`config.mk`:
```
export PLATFORM = sky130hd
export DESIGN_NAME = ipwg_top
export DESIGN_NICKNAME = d
export VERILOG_FILES = /design/src/ipwg_pkg.sv /design/src/ipwg_pin_drv.sv /design/src/ipwg_top.sv
export SDC_FILE = /design/constraint.sdc
export NUM_CORES = 1
export LEC_CHECK = 0
export BUFFER_PORTS_ARGS = -buffer_cell sky130_fd_sc_hd__buf_4
export CELL_PAD_IN_SITES_DETAIL_PLACEMENT = 0
export CELL_PAD_IN_SITES_GLOBAL_PLACEMENT = 2
export CORE_UTILIZATION = 32
export CTS_CLUSTER_SIZE = 8
export DETAILED_ROUTE_END_ITERATION = 16
export PLACE_DENSITY = 0.85
export SLEW_MARGIN = 10
export SYNTH_ARGS = -nofsm -noshare
export SYNTH_HDL_FRONTEND = slang
export SYNTH_HIERARCHICAL = 1
export SYNTH_SLANG_ARGS = --single-unit
```
`constraint.sdc`:
```
create_clock -name clk -period 4.02 [get_ports clk]
set_clock_uncertainty 0.2 [all_clocks]
set_input_delay 0.201 -clock clk [delete_from_list [all_inputs] [get_ports clk]]
set_output_delay 0.201 -clock clk [all_outputs]
set_load 0.02 [all_outputs]
```
`src/ipwg_pkg.sv`:
```
package ipwg_pkg;

  // Register offsets on the serial register port
  localparam logic [7:0] IPWG_ADDR_PIN_CFG  = 8'h7D;
  localparam logic [7:0] IPWG_ADDR_PROT_KEY = 8'h7E;

  // Reset values
  localparam logic [7:0] IPWG_PIN_CFG_RST   = 8'h02;
  localparam logic [7:0] IPWG_PROT_KEY_RST  = 8'h85;

  // Protection key values
  localparam logic [7:0] IPWG_KEY_UNLOCKED  = 8'h85;
  localparam logic [7:0] IPWG_KEY_SINGLE    = 8'h86;
  localparam logic [7:0] IPWG_KEY_RELOCK    = 8'h00;

  // Pin config field positions
  localparam int IPWG_BIT_POLARITY = 0;
  localparam int IPWG_BIT_TRISTATE = 1;
  localparam int IPWG_BIT_STATIC   = 2;
  localparam logic [7:0] IPWG_PIN_CFG_MASK = 8'h07;

  // Protection modes
  typedef enum logic [1:0] {
    IPWG_LOCKED,
    IPWG_OPEN,
    IPWG_ONE_SHOT
  } ipwg_mode_t;

endpackage

```
`src/ipwg_pin_drv.sv`:
```
`timescale 1ns/100ps
module ipwg_pin_drv
  import ipwg_pkg::*;
(
  // Clock and reset
  input  wire logic       clk,
  input  wire logic       rst,
  // Configuration bits
  input  wire logic       pin_as_static_output,
  input  wire logic       tristate_sel,
  input  wire logic       polarity_sel,
  // Interrupt request from the core
  input  wire logic       irq_req,
  // Pin drive
  output logic            irq_pin_o,
  output logic            irq_pin_oe
);

  logic irq_pin_o_r;    // Registered pin level
  logic irq_pin_oe_r;   // Registered pin enable
  logic irq_pin_o_nxt;
  logic irq_pin_oe_nxt;

  // Next pin drive from mode and request
  always_comb
  begin
    if (pin_as_static_output)
    begin
      // Static output: level is the polarity bit, always driven
      irq_pin_o_nxt  = polarity_sel;
      irq_pin_oe_nxt = 1'b1;
    end
    else
    begin
      // Asserted level follows polarity, idle level is its inverse
      irq_pin_o_nxt  = irq_req ? polarity_sel : ~polarity_sel;
      // Shared line: release it while idle so others may drive it
      irq_pin_oe_nxt = tristate_sel ? irq_req : 1'b1;
    end
  end

  // Register the drive so the pin never glitches on decode
  always_ff @(posedge clk or posedge rst)
  begin
    if (rst)
    begin
      irq_pin_o_r  <= 1'b1;
      irq_pin_oe_r <= 1'b0;
    end
    else
    begin
      irq_pin_o_r  <= irq_pin_o_nxt;
      irq_pin_oe_r <= irq_pin_oe_nxt;
    end
  end

  assign irq_pin_o  = irq_pin_o_r;
  assign irq_pin_oe = irq_pin_oe_r;
endmodule // ipwg_pin_drv

```
`src/ipwg_top.sv`:
```
`timescale 1ns/100ps
module ipwg_top
  import ipwg_pkg::*;
(
  // Clock and reset
  input  wire logic       clk,
  input  wire logic       rst,
  // Register port from the serial interface
  input  wire logic       reg_wr,
  input  wire logic       reg_rd,
  input  wire logic [7:0] reg_addr,
  input  wire logic [7:0] reg_wdata,
  // Register port answers
  output logic [7:0]      reg_rdata,
  output logic            reg_rvalid,
  output logic            other_wr_accept,
  output logic            other_wr_reject,
  // Interrupt from the core and its pin
  input  wire logic       irq_req,
  output logic            irq_pin_o,
  output logic            irq_pin_oe,
  // Boundary-scan test reset and capture
  input  wire logic       trst_pin_i,
  input  wire logic       trst_pin_driven,
  input  wire logic       bsr_capture,
  input  wire logic       bsr_pin_level,
  output logic            scan_mode,
  output logic            bsr_capture_data
);

  // Register state
  logic [7:0]  pin_cfg_r;          // Interrupt pin configuration
  logic [7:0]  pin_cfg_nxt;
  logic [7:0]  prot_key_r;         // Write protection key
  logic [7:0]  prot_key_nxt;
  logic [7:0]  rdata_r;            // Read answer
  logic [7:0]  rdata_nxt;
  logic        rvalid_r;
  logic        rvalid_nxt;
  logic        accept_r;           // Write to another register let through
  logic        accept_nxt;
  logic        reject_r;           // Write to another register dropped
  logic        reject_nxt;
  logic        scan_mode_r;        // Boundary-scan mode
  logic        scan_mode_nxt;
  logic        capture_r;          // Output cell capture value
  logic        capture_nxt;
  ipwg_mode_t  mode;               // Decoded protection mode

  // Map a key to its protection mode
  function automatic ipwg_mode_t key_mode(input logic [7:0] key);
    if (key == IPWG_KEY_UNLOCKED)
      key_mode = IPWG_OPEN;
    else if (key == IPWG_KEY_SINGLE)
      key_mode = IPWG_ONE_SHOT;
    else
      key_mode = IPWG_LOCKED;
  endfunction

  assign mode = key_mode(prot_key_r);

  // Register writes, protection gate and read mux
  always_comb
  begin
    pin_cfg_nxt  = pin_cfg_r;
    prot_key_nxt = prot_key_r;
    accept_nxt   = 1'b0;
    reject_nxt   = 1'b0;
    rvalid_nxt   = reg_rd;
    rdata_nxt    = 8'h00;
    if (reg_wr)
    begin
      if (reg_addr == IPWG_ADDR_PROT_KEY)
      begin
        // Key is writable in every mode so software never locks itself out
        prot_key_nxt = reg_wdata;
      end
      else if (mode == IPWG_LOCKED)
      begin
        // Locked: the write changes no register and only raises the reject pulse
        reject_nxt = 1'b1;
      end
      else
      begin
        accept_nxt = 1'b1;
        if (reg_addr == IPWG_ADDR_PIN_CFG)
          pin_cfg_nxt = reg_wdata & IPWG_PIN_CFG_MASK;
        // One-shot unlock spends itself on this write
        if (mode == IPWG_ONE_SHOT)
          prot_key_nxt = IPWG_KEY_RELOCK;
      end
    end
    // Unused bits and unmapped offsets read as zero
    if (reg_rd)
    begin
      if (reg_addr == IPWG_ADDR_PIN_CFG)
        rdata_nxt = pin_cfg_r;
      else if (reg_addr == IPWG_ADDR_PROT_KEY)
        rdata_nxt = prot_key_r;
      else
        rdata_nxt = 8'h00;
    end
  end

  // Scan control: an undriven test reset counts as low
  always_comb
  begin
    scan_mode_nxt = trst_pin_driven & trst_pin_i;
    // Output cells capture the pin, never the core, so no internal test
    capture_nxt   = bsr_capture ? bsr_pin_level : capture_r;
  end

  // State registers
  always_ff @(posedge clk or posedge rst)
  begin
    if (rst)
    begin
      pin_cfg_r   <= IPWG_PIN_CFG_RST;
      prot_key_r  <= IPWG_PROT_KEY_RST;
      rdata_r     <= 8'h00;
      rvalid_r    <= 1'b0;
      accept_r    <= 1'b0;
      reject_r    <= 1'b0;
      scan_mode_r <= 1'b0;
      capture_r   <= 1'b0;
    end
    else
    begin
      pin_cfg_r   <= pin_cfg_nxt;
      prot_key_r  <= prot_key_nxt;
      rdata_r     <= rdata_nxt;
      rvalid_r    <= rvalid_nxt;
      accept_r    <= accept_nxt;
      reject_r    <= reject_nxt;
      scan_mode_r <= scan_mode_nxt;
      capture_r   <= capture_nxt;
    end
  end

  assign reg_rdata        = rdata_r;
  assign reg_rvalid       = rvalid_r;
  assign other_wr_accept  = accept_r;
  assign other_wr_reject  = reject_r;
  assign scan_mode        = scan_mode_r;
  assign bsr_capture_data = capture_r;

  // Interrupt pin driver
  ipwg_pin_drv u_pin_drv (
    .clk                  (clk),
    .rst                  (rst),
    .pin_as_static_output (pin_cfg_r[IPWG_BIT_STATIC]),
    .tristate_sel         (pin_cfg_r[IPWG_BIT_TRISTATE]),
    .polarity_sel         (pin_cfg_r[IPWG_BIT_POLARITY]),
    .irq_req              (irq_req),
    .irq_pin_o            (irq_pin_o),
    .irq_pin_oe           (irq_pin_oe)
  );
endmodule // ipwg_top

```
## Yosys cells after proc, flatten, opt, wreduce, memory -nomap -nowiden

Cells that the tools add are included.

| operators by class | value |
|---|---|
| reduce and logical (&&, ||, !) cells | 4 |
| equal/unequal tests | 6 |
| bitwise operators | 4 |
| muxes and demuxes | 18 |

Operators by type and width:

| operator | count |
|---|---|
| 2-to-1 mux 8 bit | 6 |
| equality test 8 x 7 -> 1 bit, second input constant | 2 |
| equality test 8 bit, second input constant | 2 |
| 2-to-1 mux 1 bit | 10 |
| 2-to-1 mux 2 bit | 2 |
| AND reduction 4 bit | 1 |
| inverter 1 bit | 3 |
| AND reduction 3 bit | 1 |
| equality test 2 bit, second input constant | 1 |
| zero test 2 bit | 1 |
| inequality test 2 x 1 -> 1 bit, second input constant | 1 |
| nonzero test 2 bit | 1 |
| AND 1 bit | 1 |

| storage, ports and cells | value |
|---|---|
| flip-flop bits (word level) | 26 |
| input bits | 25 |
| word-level logic and storage cells | 42 |
| output and inout port bits | 15 |

## Depth between registers and ports, before layout

| logic depth | value |
|---|---|
| depth after elaboration | 7 |
| mapped depth | 4 |
| mapped depth without buffers | 4 |

## Modules after synthesis

The synthesis kept the hierarchy.

By module, submodules not included:

| module | times used | seq. area each (µm²) | area an instance (µm²) | cells an instance |
|---|---|---|---|---|
| ipwg_top | 1 | 605.6 | 958.4 | 71 |
| ipwg_pin_drv | 1 | 51.3 | 73.8 | 6 |

## Worst setup path before layout

Ideal clock, no wire load.

| path | value |
|---|---|
| path kind | reg-to-reg |
| start point | register prot_key_r[3] |
| end point | register pin_cfg_r[0] |
| setup time | 0.125 ns |
| clock period less this slack | 1.906 ns |
| path buffers | 0 |
| slack | 2.114 ns |
| stages on the path, launching flop included | 5 |
| required time | 3.695 ns |
| data arrival time | 1.581 ns |
| cells stage by stage | dfrtp_1 > or4_4 > nor3_2 > nand4_1 > mux2_2 |

| on the way | value |
|---|---|
| word-level cells in the longest chain between the ends | 6 |
| elaborated cells between the ends (all ways) | 7 |
| classes of those cells | eq/ne (2); mux (2); bitwise (1); reduce/logical (2) |

RTL lines:

| item | line | source |
|---|---|---|
| start, declared | ipwg_top.sv:34 | `logic [7:0] prot_key_r;` |
| start signal, assigned | ipwg_top.sv:130 | `prot_key_r <= prot_key_nxt;` |
| equality test 8 bit | ipwg_top.sv:54 | `else if (key == IPWG_KEY_SINGLE)` |
| 2-to-1 mux 2 bit | ipwg_top.sv:54 |  |
| 2-to-1 mux 2 bit * | ipwg_top.sv:52 | `if (key == IPWG_KEY_UNLOCKED)` |
| zero test 2 bit * | ipwg_top.sv:78 | `else if (mode == IPWG_LOCKED)` |
| inverter 1 bit (no source line) * | n/a |  |
| AND reduction 4 bit (no source line) * | n/a |  |
| end signal, assigned | ipwg_top.sv:129 | `pin_cfg_r <= pin_cfg_nxt;` |
| end, declared | ipwg_top.sv:32 | `logic [7:0] pin_cfg_r;` |

Every way passes the cells marked *; elsewhere a longest branch is shown, timed or not.
A chain may end at the register's enable or synchronous reset.

## Final worst setup path

| path | value |
|---|---|
| start point | register prot_key_r[3] |
| end point | register pin_cfg_r[2] |

Same word-level chain as after synthesis.

==> run_results.csv <==
group,metric,value,unit
power_and_ir_drop,powerDensity,324.5,mW/mm^2
global_routing,grt_usage,0.1430,
synth,syn_area,0.001032,sq mm
sta,period_share,0.5150,
clocking,cts_tree,"done",
synth,ys_ff_latch,26,
synth,synthSimpleGateAreaFrac,0.1855,
synth,synth_common_cells,"21 x dfrtp_1, 11 x mux2_2, 6 x and3_1",
clocking,clk_latency,0.33,ns
clocking,cts_resized,0,
synth,async_flop_share,1.000,
worst_hold_path,min_from,"reg_addr[1]",
floorplan,die_w,58.80,microns
sta,slew_headroom,0.4040,
global_routing,grt_overflow,0,
floorplan,ios,40,
place,place.gp.congestion,0.8166,
sta,slew_violations,0,
clocking,numCtsBuffers,3,
worst_setup_path,cp_slowest_cell,"or4_4",
worst_setup_path,arrival,2.09,ns
synth,synth_top_area_cell,"dfrtp_1",
run,maxCapViolCount,0,
finish,drive_gt1_frac,0.4632,
place,port_buffers,39,
place,hpwl,1.516,mm
finish,area.growth.synth_to_final,54.30,%
synth,synth-edff-count,0,
synth,ys_types,24,
worst_setup_path,crit_type,"register to register",
worst_setup_path,slowest_delay,0.55,ns
sta,fin_crit,2.070,ns
routing,postRouteAntennaNets,0,
sta,tightest_slew,0.8930,ns
worst_setup_path,rr_worst_depth,4,
synth,yosys.area_share.adder,0,
global_routing,grt_pass1_vias,848,
worst_setup_path,rrSetupSlack,1.95,ns
sta,max_freq,0.4830,GHz
synth,avgSynthCellArea,13.41,sq um
synth,ys_seq_area_frac,0.6364,
synth,ys_warn_count,6,
sta,setup_viol,0,
worst_setup_path,path_cells,"or4_4, nor3_2, nand4_1, mux2_2",
worst_setup_path,crit_required,4.04,ns
clocking,postCtsSetupRepairBufs,0,
floorplan,die_h,58.80,microns
worst_setup_path,rr_startpoint,"prot_key_r[3]$_DFFE_PP0P_",
power_and_ir_drop,irDropWorstVdd,118.1,uV
sta,fin_setup_tns,0,ns
synth,synth_top_area_frac,0.5091,
synth,synth_top_family_by_area,"simple AND/OR/NAND/NOR gates",
worst_setup_path,crit_family,"simple AND/OR/NAND/NOR gates",
synth,synth_area_leaders,"dfrtp_1 51%, dfstp_2 13%, mux2_2 12%",
finish,stdcell_area,0.001593,sq mm
power_and_ir_drop,leakagePower,0.0007925,uW
synth,synth_compound_area_frac,0.03394,
place,post_dp_cell_area,0.001380,sq mm
sta,rsz0062_at_grt,"false",
floorplan,start_util,0.3381,
worst_hold_path,hold_depth,4,
routing,vias,796,
synth,synth.most_common_cell,"dfrtp_1",
clocking,htree_levels,1,
routing,wl_per_cell,12.21,microns
clocking,cts.reportedPaths.clkPinSlew,0.15,ns
routing,drc_errors,0,
routing,drt_iter0_drc,14,
global_routing,grt_antenna_before_repair,0,
routing,firstDrtPassIters,4,
worst_setup_path,critical_path.endpoint_type,"register",
floorplan,dieArea,0.003457,sq mm
finish,final_nets,162,
routing,postRouteWirelength,2.197,mm
worst_hold_path,hold_path.class,"input port to register",
synth,syn_inst,77,
worst_setup_path,cp_num_buf_inv,0,
finish,antennaDiodeCount,0,
routing,drt-vias-per-instance,4.422,
clocking,cts_sinks,26,
synth,ys.flop_type,"dfrtp_1",
sta,hold_violations,0,
floorplan,core_area,0.003053,sq mm
worst_setup_path,path_max_fanout,3,
worst_hold_path,holdPathEnd,"reg_rdata[0]$_DFF_PP0_",
global_routing,grt_pass1_wl,3.553,mm
worst_setup_path,critPathLaunchType,"register",
synth,muxShareOfSynthArea,0.1200,
power_and_ir_drop,finalPower,516.9,uW
clocking,cts_hold_buf,16,
outcome,outcome,"finished, final reports clean",
floorplan,rows,20,
global_routing,grt_start_max_net_pins,25,
worst_setup_path,r2r-end,"pin_cfg_r[2]$_DFFE_PP0P_",
sta,holdWs,0.04908,ns
synth,syn_nets,102,
synth,synth-xor-area-share,0.01697,
clocking,clk_path_buf_depth,2,
clocking,ctsRootBufferMaster,"clkbuf_4",
-- layout make-up --
class	count	area, sq um
Fill cell	295	1460
Multi-Input combinational cell	49	367.9
Sequential cell	26	656.9
Tap cell	44	55.05
Timing Repair Buffer	55	452.9
Clock buffer	3	22.52
Clock inverter	1	30.03
Inverter	2	7.507
-- logic make-up (layout without fill, tap and decap cells) --
logic type,Yosys count,count (layout)
buffers and inverters,2,61
muxes,11,11
and+or+nand+nor,31,31
DFF,26,26
AOI/OAI and AO/OA,5,5
xor gates and xnor gates,2,2
-- worst max-delay path by stage --
stage / start / slack, ns / to / cells past startpoint
after floorplan: prot_key_r[3]$_DFFE_PP0P_ / 2.11 / pin_cfg_r[0]$_DFFE_PP0P_ / 4
after global placement: prot_key_r[3]$_DFFE_PP0P_ / 1.99 / pin_cfg_r[0]$_DFFE_PP0P_ / 4
after detailed placement: prot_key_r[3]$_DFFE_PP0P_ / 1.97 / pin_cfg_r[2]$_DFFE_PP0P_ / 4
after CTS: prot_key_r[3]$_DFFE_PP0P_ / 1.94 / pin_cfg_r[2]$_DFFE_PP0P_ / 4
after global routing: prot_key_r[3]$_DFFE_PP0P_ / 1.82 / pin_cfg_r[0]$_DFFE_PP0P_ / 4
final: prot_key_r[3]$_DFFE_PP0P_ / 1.95 / pin_cfg_r[2]$_DFFE_PP0P_ / 4
-- layout by cell type (no fill, tap or decap), types with 2 or more instances in the layout --
| cell type | Yosys | routed |
|---|---|---|
| a22oi_1 | 3 | 3 |
| and3_1 | 6 | 6 |
| buf_4 | 0 | 39 |
| clkbuf_4 | 0 | 3 |
| dfrtp_1 | 21 | 21 |
| dfstp_2 | 5 | 5 |
| dlygate4sd3_1 | 0 | 16 |
| inv_1 | 2 | 2 |
| mux2_2 | 11 | 11 |
| nand2_1 | 5 | 5 |
| nor2_1 | 4 | 4 |
| nor2b_1 | 4 | 4 |
| nor3_1 | 2 | 2 |
-- stage by stage --
step	std cells	worst slack [ns]	util
final	180	1.950	0.5217
after global placement	160	1.991	0.4520
after detailed placement	160	1.972	0.4520
after CTS	180	1.938	0.5217
after floorplan	77	2.114	-
after global routing	180	1.817	0.5217
-- flip-flops by register name, indices dropped and copies added, names as in the netlist --
signal / cells
pin_cfg_r: 3
bsr_capture_data: 1
u_pin_drv/irq_pin_o: 1
reg_rvalid: 1
other_wr_reject: 1
u_pin_drv/irq_pin_oe: 1
reg_rdata: 8
prot_key_r: 8
scan_mode: 1
other_wr_accept: 1
-- layer usage --
layer / GRT usage / wire length (microns)
met3: 0.02637 / 94
met2: 0.2549 / 1122
met5: 0 / 0
met1: 0.1587 / 924
met4: 0.08163 / 54
-- power breakdown --
group | switching (uW) | internal (uW) | total, uW
logic | 24.0 | 38.9 | 62.9
clock network | 78.4 | 101 | 179
registers | 4.49 | 270 | 275
-- worst reg2reg max path, stage by stage (launching register included) --
cell     delay [ns]
dfrtp_1        0.41
or4_4          0.55
nor3_2         0.24
nand4_1        0.22
mux2_2         0.33
No activity file was read; power rests on OpenSTA's default activity.
